**src/shared/csc_pkg.sv**
```systemverilog
// Constants and types for the core status and setup registers.
// Assumes one core clock; all users reference names as csc_pkg::name.
package csc_pkg;
  // ---------------------------------------------------------------
  // Widths
  // ---------------------------------------------------------------
  localparam int CSC_DATA_W = 16;            // Register width
  localparam int CSC_ADDR_W = 8;             // Register port address
  localparam int CSC_CC_W   = 4;             // Condition code width
  // ---------------------------------------------------------------
  // Register offsets
  // ---------------------------------------------------------------
  localparam logic [7:0] CSC_OFS_PSR  = 8'h00; // Status word
  localparam logic [7:0] CSC_OFS_CFG  = 8'h04; // Setup word
  localparam logic [7:0] CSC_OFS_SAVE = 8'h08; // Warm reset copy
  // ---------------------------------------------------------------
  // Status word bit positions
  // ---------------------------------------------------------------
  localparam int CSC_PSR_C = 0;              // Carry / borrow
  localparam int CSC_PSR_T = 1;              // Trace enable
  localparam int CSC_PSR_L = 2;              // Unsigned below
  localparam int CSC_PSR_U = 3;              // User mode
  localparam int CSC_PSR_F = 5;              // General flag
  localparam int CSC_PSR_Z = 6;              // Equal
  localparam int CSC_PSR_N = 7;              // Signed below
  localparam int CSC_PSR_E = 9;              // Local irq enable
  localparam int CSC_PSR_P = 10;             // Trace pending
  localparam int CSC_PSR_I = 11;             // Global irq enable
  localparam logic [15:0] CSC_PSR_MASK = 16'h0EEF; // Live bits
  localparam logic [15:0] CSC_PSR_RST  = 16'h0200; // Only E set
  // ---------------------------------------------------------------
  // Setup word bit positions
  // ---------------------------------------------------------------
  localparam int CSC_CFG_ED = 8;             // Wide vector entries
  localparam int CSC_CFG_SR = 9;             // Short register mode
  localparam logic [15:0] CSC_CFG_MASK = 16'h0300; // Live bits
  localparam logic [15:0] CSC_CFG_RST  = 16'h0000; // All clear
  // ---------------------------------------------------------------
  // Condition codes
  // ---------------------------------------------------------------
  localparam logic [3:0] CSC_CC_EQ = 4'h0, CSC_CC_NE = 4'h1;
  localparam logic [3:0] CSC_CC_CS = 4'h2, CSC_CC_CC = 4'h3;
  localparam logic [3:0] CSC_CC_HI = 4'h4, CSC_CC_LS = 4'h5;
  localparam logic [3:0] CSC_CC_GT = 4'h6, CSC_CC_LE = 4'h7;
  localparam logic [3:0] CSC_CC_FS = 4'h8, CSC_CC_FC = 4'h9;
  localparam logic [3:0] CSC_CC_LO = 4'hA, CSC_CC_HS = 4'hB;
  localparam logic [3:0] CSC_CC_LT = 4'hC, CSC_CC_GE = 4'hD;
  localparam logic [3:0] CSC_CC_UC = 4'hE;
  // ---------------------------------------------------------------
  // Arithmetic operation kinds
  // ---------------------------------------------------------------
  typedef enum logic [1:0] {
    CSC_OP_NONE, CSC_OP_ADD, CSC_OP_SUB, CSC_OP_CMP
  } csc_alu_op_e;
endpackage

```
**src/shared/csc_flag_if.sv**
```systemverilog
// Flag update and flag state bundle between the register block parts.
// Assumes all parts sit on the core clock.
`timescale 1ns/1ns
interface csc_flag_if;
  logic upd_cf;   // Carry and overflow update
  logic upd_cmp;  // Compare flags update
  logic c_val;    // New carry
  logic f_val;    // New overflow
  logic l_val;    // New unsigned below
  logic n_val;    // New signed below
  logic z_val;    // New equal
  logic cur_c;    // Held flags
  logic cur_f;
  logic cur_l;
  logic cur_n;
  logic cur_z;
  modport alu  (output upd_cf, upd_cmp, c_val, f_val, l_val, n_val, z_val);
  modport core (input upd_cf, upd_cmp, c_val, f_val, l_val, n_val, z_val,
                output cur_c, cur_f, cur_l, cur_n, cur_z);
  modport cond (input cur_c, cur_f, cur_l, cur_n, cur_z);
endinterface

```
**src/verilog/csc_status_config_regs.sv**
```systemverilog
// Core status word and setup word, with the mode and flag logic.
// Assumes all core events arrive as one-cycle pulses on mclk_in.
//
// Notes on behaviour
// - Carry set on add carry or sub borrow
// - Trace trap per instruction, off in handlers
// - Unsigned below flag from compare
// - User bit picks user stack pointer
// - Exception entry forces supervisor mode
// - User stack access traps in user mode
// - Only jump-to-user sets user mode
// - General flag reports add/sub overflow
// - Equal flag from compare
// - Signed below flag from compare
// - Enable/disable instructions drive local enable
// - Maskable irq needs both enables set
// - Pending copies trace at start, traps at end
// - Global enable cleared on irq, set on return
// - Branches evaluate held condition flags
// - Reset clears status except local enable
// - Warm reset copies old status out
// - Bits 4, 8, 12-15 read zero
// - Status changes only on affecting events
// - Setup word clears on reset
// - Vector entry width bit, base untouched
// - Short register compatibility mode bit
//
// Design decisions made here: the register addresses and the plain strobed port.
`timescale 1ns/1ns
module csc_status_config_regs #(
  parameter int DW = csc_pkg::CSC_DATA_W,   // Register width
  parameter int AW = csc_pkg::CSC_ADDR_W    // Address width
) (
  // Clock and resets
  input  wire logic                 mclk_in,
  input  wire logic                 rst_n_in,
  input  wire logic                 warm_rst_in,
  // Register port
  input  wire logic [AW-1:0]        reg_addr_in,
  input  wire logic [DW-1:0]        reg_wdata_in,
  input  wire logic                 reg_wr_in,
  input  wire logic                 reg_rd_in,
  output logic      [DW-1:0]        reg_rdata_out,
  // Instruction events
  input  wire logic                 instr_start_in,
  input  wire logic                 instr_end_in,
  input  wire logic                 alu_valid_in,
  input  wire csc_pkg::csc_alu_op_e alu_op_in,
  input  wire logic [DW-1:0]        alu_a_in,
  input  wire logic [DW-1:0]        alu_b_in,
  input  wire logic                 f_wr_in,
  input  wire logic                 f_val_in,
  input  wire logic                 irq_on_in,
  input  wire logic                 irq_off_in,
  input  wire logic                 jump_user_in,
  input  wire logic                 usp_access_in,
  input  wire logic [3:0]           cond_code_in,
  // Exception events
  input  wire logic                 exc_entry_in,
  input  wire logic                 exc_is_irq_in,
  input  wire logic                 exc_return_in,
  input  wire logic                 ret_is_irq_in,
  input  wire logic [DW-1:0]        ret_psr_in,
  input  wire logic                 irq_req_in,
  input  wire logic                 nmi_req_in,
  // Register views
  output logic      [DW-1:0]        psr_out,
  output logic      [DW-1:0]        cfg_out,
  // Mode outputs
  output logic                      use_user_stack_out,
  output logic                      wide_vector_entries_out,
  output logic                      short_reg_compat_out,
  output logic                      maskable_ok_out,
  // Exception answers
  output logic                      irq_accept_out,
  output logic                      nmi_accept_out,
  output logic                      trace_trap_out,
  output logic                      illegal_op_trap_out,
  output logic                      usp_grant_out,
  output logic                      branch_taken_out,
  // Warm reset copy toward R2
  output logic                      r2_load_out,
  output logic      [DW-1:0]        r2_data_out
);
  // ---------------------------------------------------------------
  // State
  // ---------------------------------------------------------------
  logic [DW-1:0] psr_ff;      // Status word
  logic [DW-1:0] nxt_psr;
  logic [DW-1:0] cfg_ff;      // Setup word
  logic [DW-1:0] nxt_cfg;
  logic [DW-1:0] save_ff;     // Copy taken at warm reset
  logic [DW-1:0] rdata_ff;    // Read answer
  logic [DW-1:0] nxt_rdata;
  logic          r2_load_ff;  // Copy strobe toward R2

  csc_flag_if fl_if ();       // Flag bundle

  // ---------------------------------------------------------------
  // Flag computation
  // ---------------------------------------------------------------
  csc_flag_unit #(
    .W        (DW)
  ) u_flag (
    .valid_in (alu_valid_in),
    .op_in    (alu_op_in),
    .a_in     (alu_a_in),
    .b_in     (alu_b_in),
    .fl       (fl_if.alu)
  );

  // Held flags toward the condition unit
  assign fl_if.cur_c = psr_ff[csc_pkg::CSC_PSR_C];
  assign fl_if.cur_f = psr_ff[csc_pkg::CSC_PSR_F];
  assign fl_if.cur_l = psr_ff[csc_pkg::CSC_PSR_L];
  assign fl_if.cur_n = psr_ff[csc_pkg::CSC_PSR_N];
  assign fl_if.cur_z = psr_ff[csc_pkg::CSC_PSR_Z];

  // ---------------------------------------------------------------
  // Branch condition
  // ---------------------------------------------------------------
  csc_cond_unit u_cond (
    .code_in   (cond_code_in),
    .fl        (fl_if.cond),
    .taken_out (branch_taken_out)
  );

  // ---------------------------------------------------------------
  // Register port decode
  // ---------------------------------------------------------------
  wire logic sel_psr  = reg_addr_in == csc_pkg::CSC_OFS_PSR;
  wire logic sel_cfg  = reg_addr_in == csc_pkg::CSC_OFS_CFG;
  wire logic sel_save = reg_addr_in == csc_pkg::CSC_OFS_SAVE;
  wire logic wr_psr   = reg_wr_in && sel_psr;   // Status write
  wire logic wr_cfg   = reg_wr_in && sel_cfg;   // Setup write

  // Read selection, unmapped reads return zero
  wire logic [DW-1:0] rd_mux =
      sel_psr  ? psr_ff  :
      sel_cfg  ? cfg_ff  :
      sel_save ? save_ff : '0;

  // ---------------------------------------------------------------
  // Mode and gate decode
  // ---------------------------------------------------------------
  wire logic psr_u = psr_ff[csc_pkg::CSC_PSR_U];
  wire logic psr_t = psr_ff[csc_pkg::CSC_PSR_T];
  wire logic psr_p = psr_ff[csc_pkg::CSC_PSR_P];
  wire logic psr_e = psr_ff[csc_pkg::CSC_PSR_E];
  wire logic psr_i = psr_ff[csc_pkg::CSC_PSR_I];

  // Pending seen at instruction end; a one-cycle
  // instruction takes the trace bit directly
  wire logic pend_eff   = instr_start_in ? psr_t : psr_p;
  wire logic trace_take = instr_end_in && pend_eff;

  // Both enables must be set for maskable requests
  wire logic mask_ok = psr_e && psr_i;

  // ---------------------------------------------------------------
  // Combinational answers toward the core
  // ---------------------------------------------------------------
  assign maskable_ok_out     = mask_ok;
  assign irq_accept_out      = irq_req_in && mask_ok;
  assign nmi_accept_out      = nmi_req_in;
  assign trace_trap_out      = trace_take;
  assign illegal_op_trap_out = usp_access_in && psr_u;
  assign usp_grant_out       = usp_access_in && !psr_u;
  assign use_user_stack_out  = psr_u;

  // ---------------------------------------------------------------
  // Setup word outputs
  // ---------------------------------------------------------------
  // Entry width only; the table base lives elsewhere
  assign wide_vector_entries_out = cfg_ff[csc_pkg::CSC_CFG_ED];
  assign short_reg_compat_out    = cfg_ff[csc_pkg::CSC_CFG_SR];

  // ---------------------------------------------------------------
  // Register views and read data
  // ---------------------------------------------------------------
  assign psr_out       = psr_ff;
  assign cfg_out       = cfg_ff;
  assign reg_rdata_out = rdata_ff;
  assign r2_load_out   = r2_load_ff;
  assign r2_data_out   = save_ff;

  // Read data stands only in the cycle after the strobe
  assign nxt_rdata = reg_rd_in ? rd_mux : '0;

  // ---------------------------------------------------------------
  // Next status word
  // ---------------------------------------------------------------
  // Later assignments win: core events override a
  // same-cycle port write, so hardware sets are kept.
  always_comb begin
    nxt_psr = psr_ff;  // Hold when nothing affects it
    // Port write; user bit may be cleared, never set
    if (wr_psr) begin
      nxt_psr = reg_wdata_in;
      nxt_psr[csc_pkg::CSC_PSR_U] =
          reg_wdata_in[csc_pkg::CSC_PSR_U] && psr_u;
    end
    // Carry and overflow from add or subtract
    if (fl_if.upd_cf) begin
      nxt_psr[csc_pkg::CSC_PSR_C] = fl_if.c_val;
      nxt_psr[csc_pkg::CSC_PSR_F] = fl_if.f_val;
    end
    // Compare results
    if (fl_if.upd_cmp) begin
      nxt_psr[csc_pkg::CSC_PSR_L] = fl_if.l_val;
      nxt_psr[csc_pkg::CSC_PSR_N] = fl_if.n_val;
      nxt_psr[csc_pkg::CSC_PSR_Z] = fl_if.z_val;
    end
    // Other users of the general flag
    if (f_wr_in) begin
      nxt_psr[csc_pkg::CSC_PSR_F] = f_val_in;
    end
    // Local enable instructions
    if (irq_on_in) begin
      nxt_psr[csc_pkg::CSC_PSR_E] = 1'b1;
    end else if (irq_off_in) begin
      nxt_psr[csc_pkg::CSC_PSR_E] = 1'b0;
    end
    // Enter user mode
    if (jump_user_in) begin
      nxt_psr[csc_pkg::CSC_PSR_U] = 1'b1;
    end
    // Trace pending copy and consumption
    if (instr_start_in) begin
      nxt_psr[csc_pkg::CSC_PSR_P] = psr_t;
    end
    if (trace_take) begin
      nxt_psr[csc_pkg::CSC_PSR_P] = 1'b0;
    end
    // Handler return restores flags, user bit stays
    if (exc_return_in) begin
      nxt_psr = ret_psr_in;
      nxt_psr[csc_pkg::CSC_PSR_U] = psr_u;
      if (ret_is_irq_in) begin
        nxt_psr[csc_pkg::CSC_PSR_I] = 1'b1;
      end
    end
    // Exception entry: supervisor, no tracing
    if (exc_entry_in) begin
      nxt_psr[csc_pkg::CSC_PSR_U] = 1'b0;
      nxt_psr[csc_pkg::CSC_PSR_T] = 1'b0;
      nxt_psr[csc_pkg::CSC_PSR_P] = 1'b0;
      if (exc_is_irq_in) begin
        nxt_psr[csc_pkg::CSC_PSR_I] = 1'b0;
      end
    end
    // Constant and reserved bits forced to zero
    nxt_psr = nxt_psr & csc_pkg::CSC_PSR_MASK;
  end

  // ---------------------------------------------------------------
  // Next setup word
  // ---------------------------------------------------------------
  // Cache and other reserved bits never store
  assign nxt_cfg = wr_cfg ? (reg_wdata_in & csc_pkg::CSC_CFG_MASK)
                          : cfg_ff;

  // ---------------------------------------------------------------
  // Status word register
  // ---------------------------------------------------------------
  always_ff @(posedge mclk_in or negedge rst_n_in) begin
    if (!rst_n_in) begin
      psr_ff <= csc_pkg::CSC_PSR_RST;
    end else if (warm_rst_in) begin
      psr_ff <= csc_pkg::CSC_PSR_RST;
    end else begin
      psr_ff <= nxt_psr;
    end
  end

  // ---------------------------------------------------------------
  // Setup word register
  // ---------------------------------------------------------------
  always_ff @(posedge mclk_in or negedge rst_n_in) begin
    if (!rst_n_in) begin
      cfg_ff <= csc_pkg::CSC_CFG_RST;
    end else if (warm_rst_in) begin
      cfg_ff <= csc_pkg::CSC_CFG_RST;
    end else begin
      cfg_ff <= nxt_cfg;
    end
  end

  // ---------------------------------------------------------------
  // Warm reset copy of the old status word
  // ---------------------------------------------------------------
  // Cold reset has no old value to keep
  always_ff @(posedge mclk_in or negedge rst_n_in) begin
    if (!rst_n_in) begin
      save_ff    <= '0;
      r2_load_ff <= 1'b0;
    end else begin
      if (warm_rst_in) begin
        save_ff <= psr_ff;
      end
      r2_load_ff <= warm_rst_in;
    end
  end

  // ---------------------------------------------------------------
  // Read data register
  // ---------------------------------------------------------------
  always_ff @(posedge mclk_in or negedge rst_n_in) begin
    if (!rst_n_in) begin
      rdata_ff <= '0;
    end else begin
      rdata_ff <= nxt_rdata;
    end
  end
endmodule

```
**src/verilog/csc_flag_unit.sv**
```systemverilog
// Flag computation for add, subtract and compare results.
// Assumes operands are valid in the cycle the op is presented.
`timescale 1ns/1ns
module csc_flag_unit #(
  parameter int W = 16                      // Operand width
) (
  // Operation
  input  wire logic                     valid_in,
  input  wire csc_pkg::csc_alu_op_e     op_in,
  input  wire logic [W-1:0]             a_in,
  input  wire logic [W-1:0]             b_in,
  // Flag results
  csc_flag_if.alu                       fl
);
  // ---------------------------------------------------------------
  // Arithmetic, result in the second operand
  // ---------------------------------------------------------------
  wire logic [W:0] sum  = {1'b0, b_in} + {1'b0, a_in};
  wire logic [W:0] diff = {1'b0, b_in} - {1'b0, a_in};
  wire logic       is_add = valid_in && (op_in == csc_pkg::CSC_OP_ADD);
  wire logic       is_sub = valid_in && (op_in == csc_pkg::CSC_OP_SUB);
  wire logic       add_ov = (a_in[W-1] == b_in[W-1]) && (sum[W-1] != b_in[W-1]);
  wire logic       sub_ov = (a_in[W-1] != b_in[W-1]) && (diff[W-1] != b_in[W-1]);
  // Carry or borrow, and overflow
  assign fl.upd_cf  = is_add || is_sub;
  assign fl.c_val   = is_add ? sum[W] : diff[W];
  assign fl.f_val   = is_add ? add_ov : sub_ov;
  // ---------------------------------------------------------------
  // Compare: second operand against first
  // ---------------------------------------------------------------
  assign fl.upd_cmp = valid_in && (op_in == csc_pkg::CSC_OP_CMP);
  assign fl.l_val   = b_in < a_in;
  assign fl.n_val   = $signed(b_in) < $signed(a_in);
  assign fl.z_val   = b_in == a_in;
endmodule

```
**src/verilog/csc_cond_unit.sv**
```systemverilog
// Branch condition evaluation from the held flags.
// Assumes the code is stable while the answer is used.
`timescale 1ns/1ns
module csc_cond_unit (
  // Condition request
  input  wire logic [3:0] code_in,
  csc_flag_if.cond        fl,
  // Answer
  output logic            taken_out
);
  // ---------------------------------------------------------------
  // Code decode
  // ---------------------------------------------------------------
  always_comb begin
    case (code_in)
      csc_pkg::CSC_CC_EQ: taken_out = fl.cur_z;
      csc_pkg::CSC_CC_NE: taken_out = !fl.cur_z;
      csc_pkg::CSC_CC_CS: taken_out = fl.cur_c;
      csc_pkg::CSC_CC_CC: taken_out = !fl.cur_c;
      csc_pkg::CSC_CC_HI: taken_out = fl.cur_l;
      csc_pkg::CSC_CC_LS: taken_out = !fl.cur_l;
      csc_pkg::CSC_CC_GT: taken_out = fl.cur_n;
      csc_pkg::CSC_CC_LE: taken_out = !fl.cur_n;
      csc_pkg::CSC_CC_FS: taken_out = fl.cur_f;
      csc_pkg::CSC_CC_FC: taken_out = !fl.cur_f;
      csc_pkg::CSC_CC_LO: taken_out = !fl.cur_z && !fl.cur_l;
      csc_pkg::CSC_CC_HS: taken_out = fl.cur_z || fl.cur_l;
      csc_pkg::CSC_CC_LT: taken_out = !fl.cur_z && !fl.cur_n;
      csc_pkg::CSC_CC_GE: taken_out = fl.cur_z || fl.cur_n;
      csc_pkg::CSC_CC_UC: taken_out = 1'b1;
      default:            taken_out = 1'b0;  // Code 4'hF, not taken
    endcase
  end
endmodule

```
**config.mk**
```make
export PLATFORM = sky130hd
export DESIGN_NAME = csc_status_config_regs
export DESIGN_NICKNAME = d
export VERILOG_FILES = /design/src/shared/csc_pkg.sv /design/src/shared/csc_flag_if.sv /design/src/verilog/csc_status_config_regs.sv /design/src/verilog/csc_flag_unit.sv /design/src/verilog/csc_cond_unit.sv
export SDC_FILE = /design/constraint.sdc
export NUM_CORES = 1
export LEC_CHECK = 0
export BUFFER_PORTS_ARGS = -buffer_cell sky130_fd_sc_hd__buf_2
export CAP_MARGIN = 20
export CORE_UTILIZATION = 40
export CTS_BUF_LIST = sky130_fd_sc_hd__clkbuf_4 sky130_fd_sc_hd__clkbuf_8
export CTS_CLUSTER_DIAMETER = 100
export CTS_CLUSTER_SIZE = 24
export DETAILED_ROUTE_END_ITERATION = 8
export GPL_TIMING_DRIVEN = 0
export PLACE_DENSITY = 0.81
export SLEW_MARGIN = 5
export SYNTH_ARGS = -nofsm -noshare
export SYNTH_HDL_FRONTEND = slang
export SYNTH_HIERARCHICAL = 1
export SYNTH_SLANG_ARGS = --single-unit
```
**constraint.sdc**
```tcl
create_clock -name mclk_in -period 3.85 [get_ports mclk_in]
set_input_delay 1.155 -clock mclk_in [delete_from_list [all_inputs] [get_ports mclk_in]]
set_output_delay 1.155 -clock mclk_in [all_outputs]
set_load 0.05 [all_outputs]
```
== Word level (Yosys, flattened, before mapping) ==
Cells that the tools add are included.

* Register bits after elaboration: 57
* Word-level logic and storage cells: 104
* Output and inout port bits: 75
* Bits of input ports: 98

* Reductions and logical operators: 35
* Equal/unequal tests: 25
* Add/sub/neg operators: 2
* Mux-type cells: 28
* $lt $le $gt $ge: 2

{| class="wikitable"
|+ Operators with widths
! operator !! number
|-
| 16-bit 2-to-1 mux || 5
|-
| 12-bit 2-to-1 mux || 4
|-
| 16-bit less-than comparator || 2
|-
| 4-bit equality test, second input constant || 7
|-
| 16-bit by 16-bit adder with 17-bit output || 1
|-
| 16-bit by 16-bit subtractor with 17-bit output || 1
|-
| 16-bit equality test || 1
|-
| 4-bit by 3-bit equality test with 1-bit output, second input constant || 4
|-
| 1-bit 2-to-1 mux || 16
|-
| 4-bit nonzero test || 4
|-
| 1-bit logical AND || 15
|-
| 1-bit case mux with 15 select lines || 1
|-
| 5-bit nonzero test || 2
|-
| 4-bit by 2-bit equality test with 1-bit output, second input constant || 2
|-
| 8-bit by 3-bit equality test with 1-bit output, second input constant || 1
|-
| 8-bit by 4-bit equality test with 1-bit output, second input constant || 1
|-
| 8-bit logical NOT || 1
|-
| 1-bit logical NOT || 6
|-
| 6-bit nonzero test || 1
|-
| 2-bit equality test, second input constant || 2
|-
| 4-bit by 1-bit equality test with 1-bit output, second input constant || 1
|-
| 4-bit logical NOT || 1
|-
| 2-bit 2-to-1 mux || 2
|-
| 1-bit logical OR || 3
|-
| other kinds (6) || 8
|}

== Logic depth before layout (Yosys ltp) ==
* Word-level depth: 10
* Mapped depth: 12
* Depth with buffers taken out: 12

== Hierarchy ==
The synthesis kept the hierarchy.

{| class="wikitable"
|+ Modules (own cells, without submodules)
! module !! cells an instance !! instances !! area each (um^2) !! seq. area each (um^2)
|-
| csc_status_config_regs || 189 || 1 || 1911.8 || 852.1
|-
| csc_flag_unit || 124 || 1 || 978.4 || 0.0
|-
| csc_cond_unit || 25 || 1 || 180.2 || 0.0
|}

== Least setup slack after synthesis ==
OpenSTA, ideal clock, no wires.

* Path kind: input to output
* Start: input port cond_code_in[0]
* End: output port branch_taken_out
* Path slack: 141 ps
* Stages on the path: 5
* Required time: 2695 ps
* Path buffers: 1
* Data arrival time: 2554 ps
* Cell sequence: clkbuf_1 -> xor2_1 -> a211oi_1 -> nor3_1 -> or4_1

* Cells in the longest elaborated chain, start to end: 2
* Elaborated cells on any way between the ends: 16
* Classes of those cells: 14 x eq/ne; 1 x mux; 1 x reduce/logical

{| class="wikitable"
|+ RTL lines
! item !! line !! text
|-
| start: declaration || csc_status_config_regs.sv:57 || <nowiki>input wire logic [3:0] cond_code_in,</nowiki>
|-
| 4-bit equality test (tied with other cells) || csc_cond_unit.sv:15 || <nowiki>case (code_in)</nowiki>
|-
| 1-bit case mux with 15 select lines (*) || csc_cond_unit.sv:15 ||
|-
| end: declaration || csc_status_config_regs.sv:80 || <nowiki>output logic branch_taken_out,</nowiki>
|}

Mark *: on every way between the ends. The rest lies on a longest branch, timed or not.

== Final worst setup path ==
Ends and elaborated chain as after synthesis.

==> results.cfg <==
[status]
status = finished clean

[placement]
dp_worst_setup_slack_ps = 77.8
place_congestion = 0.827
dp.final_hpwl_mm = 6.51
post-place-cells = 592
io_buffers = 125

[logic_synthesis]
synthDistinctLibCells = 65
syn-cell-area_sq_mm = 0.00307
most_common_flop_cell_mapped_by_yosys = sky130_fd_sc_hd__dfrtp_1
asyncSetResetFlopFracSynth_pct = 100
syn_inst = 338
synthesis.yosys.warnings = 6
part_of_the_yosys_area_used_for_sequential_elements_pct = 27.8
synth_edf_count = 0
yosys_register_bits = 34
avgSynthCellArea_sq_um = 9.08

[global_route]
vias_in_the_first_global_route = 2742
antenna_violations_before_repair = 0
grt_util_all_layers_pct = 19.1
wire_length_of_the_first_global_routing_pass_mm = 12.0
global_route.overflow_total = 0
grt_start_max_net_pins = 35

[timing]
max_transition_viols_final = 0
rsz0062_at_grt = false
fin_worst_hold_slack_ps = 545
fmaxAchievable_mhz = 268
hold_viol = 0
finalWorstSetupSlack_ps = 123
fin_setup_tns_ps = 0
clock-skew-final_ps = 4.54
final_period_minus_worst_setup_slack_ps = 3730
timing.final.setup_violations = 0
worstMarginPinSlew_ps = 741
slew-limit-headroom_pct = 50.6
timing.final.crit_share_pct = 96.8

[route]
firstDrtPassIters = 4
vias_per_cell = 4.96
detail_route.wirelength_mm = 7.87
drt_iter0_markers = 127
detail_route.drc_violations = 0
met1_wire_length_mm = 3.18
wirelength_per_cell_microns = 13.1
drtAntennaViolNets = 0
metal3_wl_microns = 579
vias = 2971
route.met2.wl_mm = 3.92
maxUsedRoutingLayer = met4

[worst_hold_path]
worst_min_path_class = flop to flop

[final_layout]
area_delta_synth_final_pct = 30.9
drive_gt1_share_pct = 39.6
layout.cells.non_filler = 599
nNetsFinal = 630
n_antenna_cell = 0
final_cell_mix = sky130_fd_sc_hd__buf_2, sky130_fd_sc_hd__buf_4, sky130_fd_sc_hd__nor2_1
layout.cells.most_common = sky130_fd_sc_hd__buf_2

[power_and_ir_drop]
leakagePower_nw = 2.23
total_switching_power_uw = 432
power.share.switching_pct = 39.2
totalPowerFinal_mw = 1.10
power.density_mw_per_mm2 = 274
combPwrFrac_pct = 40.4
pwr-share-seq_pct = 36.1
internal_power_uw = 669
clock_power_share_pct = 23.5
vdd_ir_max_uv = 123

[floorplanning]
die_x_microns = 89.6
dieArea_sq_mm = 0.00803
core_area_sq_mm = 0.00733
floorplan.rows = 31
io-pin-count = 173
die_y_microns = 89.6
initial_utilization_pct = 41.9

[cts]
cts.clk_slew.worst_paths_ps = 70
numClockSinks = 34
cts_htree_levels = 2
cts-buffers-inserted = 5
cts-hold-fix-buffers = 0
cts_tree = built
clk-insertion-delay-late_ps = 280
ctsLongestPathBuffers = 2
clockRootBuffer = sky130_fd_sc_hd__clkbuf_8

[worst_setup_path]
critPathKind = input port to output port
cp_data_required_time_ps = 2690
setup.worst_path.start_class = input port
end_kind = output port
worstPathArrival_ps = 2570
critPathMaxFanout = 10

[flow_run]
maxCapViolations = 0
[synth_stat cells, types with 3 or more instances]
library cell	n	area [sq um]
sky130_fd_sc_hd__a211oi_1	8	60.1
sky130_fd_sc_hd__a21oi_1	15	75.1
sky130_fd_sc_hd__and2_1	3	18.8
sky130_fd_sc_hd__and3_1	4	25.0
sky130_fd_sc_hd__buf_4	35	263
sky130_fd_sc_hd__clkbuf_1	5	18.8
sky130_fd_sc_hd__dfrtp_1	33	826
sky130_fd_sc_hd__ha_1	32	400
sky130_fd_sc_hd__inv_1	24	90.1
sky130_fd_sc_hd__mux2_2	10	113
sky130_fd_sc_hd__mux2i_1	18	180
sky130_fd_sc_hd__nand2_1	10	37.5
sky130_fd_sc_hd__nand3_1	6	30.0
sky130_fd_sc_hd__nand4_1	4	25.0
sky130_fd_sc_hd__nor2_1	34	128
sky130_fd_sc_hd__nor2b_1	11	68.8
sky130_fd_sc_hd__nor3_1	8	40.0
sky130_fd_sc_hd__nor3b_1	5	37.5
sky130_fd_sc_hd__nor4_1	4	25.0
sky130_fd_sc_hd__o21ai_0	5	25.0
sky130_fd_sc_hd__o21ai_1	4	20.0
sky130_fd_sc_hd__o22ai_1	4	25.0
sky130_fd_sc_hd__o31ai_1	3	22.5
sky130_fd_sc_hd__xor2_1	4	35.0
[area by class of cell]
class | count | area [sq um]
fillers | 665 | 3310
clock buffers | 7 | 83.8
flip-flops and latches | 34 | 852
repair buffers | 125 | 626
well taps | 99 | 124
plain buffers | 45 | 313
multi-input cells | 264 | 1930
inverters | 25 | 93.8
[path summary, 6_finish.rpt]
path                                 start  slack, ps               end  depth (start not counted)
setup / recovery           cond_code_in[0]        120  branch_taken_out                          6
hold / removal                  cfg_out[8]        550  reg_rdata_out[8]                          2
setup reg to reg                psr_out[1]       2750       psr_out[10]                          4
hold reg to reg                 cfg_out[8]        550  reg_rdata_out[8]                          2
max in group asynchronous         rst_n_in       2440  reg_rdata_out[7]                          1
min in group asynchronous         rst_n_in        930  reg_rdata_out[8]                          1
[through the flow]
| stage | cell area (sq um) | util [%] |
|---|---|---|
| 2_1_floorplan | 3180 | - |
| 3_3_place_gp | 3930 | 53.6 |
| 3_5_place_dp | 3930 | 53.6 |
| 4_1_cts | 4020 | 54.8 |
| 5_1_grt | 4020 | 54.8 |
| 6_report | 4020 | 54.8 |
[worst max-delay path, cell delays in order]
cell and delay (ps):
sky130_fd_sc_hd__clkbuf_2 170, sky130_fd_sc_hd__xor2_1 190, sky130_fd_sc_hd__a211oi_1 290, sky130_fd_sc_hd__nor3_1 80, sky130_fd_sc_hd__or4_1 460, sky130_fd_sc_hd__buf_2 220
[power groups by stage]
stage / combinational [mW] / sequential (mW) / clock [mW]
CTS: 0.444 / 0.397 / 0.259
global placement: 0.432 / 0.402 / 0
global route: 0.481 / 0.400 / 0.277
finish: 0.444 / 0.398 / 0.259
floorplan: 0.265 / 0.459 / 0
detailed placement: 0.442 / 0.403 / 0
[cells by family after synthesis]
group                      count (synthesis)  share of synthesized area (%)
AOI/OAI and AO/OA                         66                           16.9
xor gates and xnor gates                   5                           1.43
adders and majority gates                 32                           13.0
buffers and inverters                     70                           13.2
DFF                                       34                           27.8
muxes                                     28                           9.54
other                                      1                          0.122
and+or+nand+nor                          102                           18.1
[per-layer routing]
layer | GRT usage (%) | vias to the layer above
li1 | - | 1457
met1 | 22.7 | 1358
met2 | 34.2 | 137
met3 | 3.56 | 19
met4 | 7.36 | 0
met5 | 0 | -
[flip-flops by register name, indices dropped and copies added, names as in the netlist]
| name | cells |
|---|---|
| psr_out | 10 |
| reg_rdata_out | 11 |
| r2_data_out | 10 |
| cfg_out | 2 |
| r2_load_out | 1 |
[what timing repair did]
item	4_1_cts	5_1_grt
setup endpoints to repair	0	1
endpoints found under the hold margin	0	0
setup buffers	0	0
gates resized for setup	0	4
No activity file was read; power rests on OpenSTA's default activity.
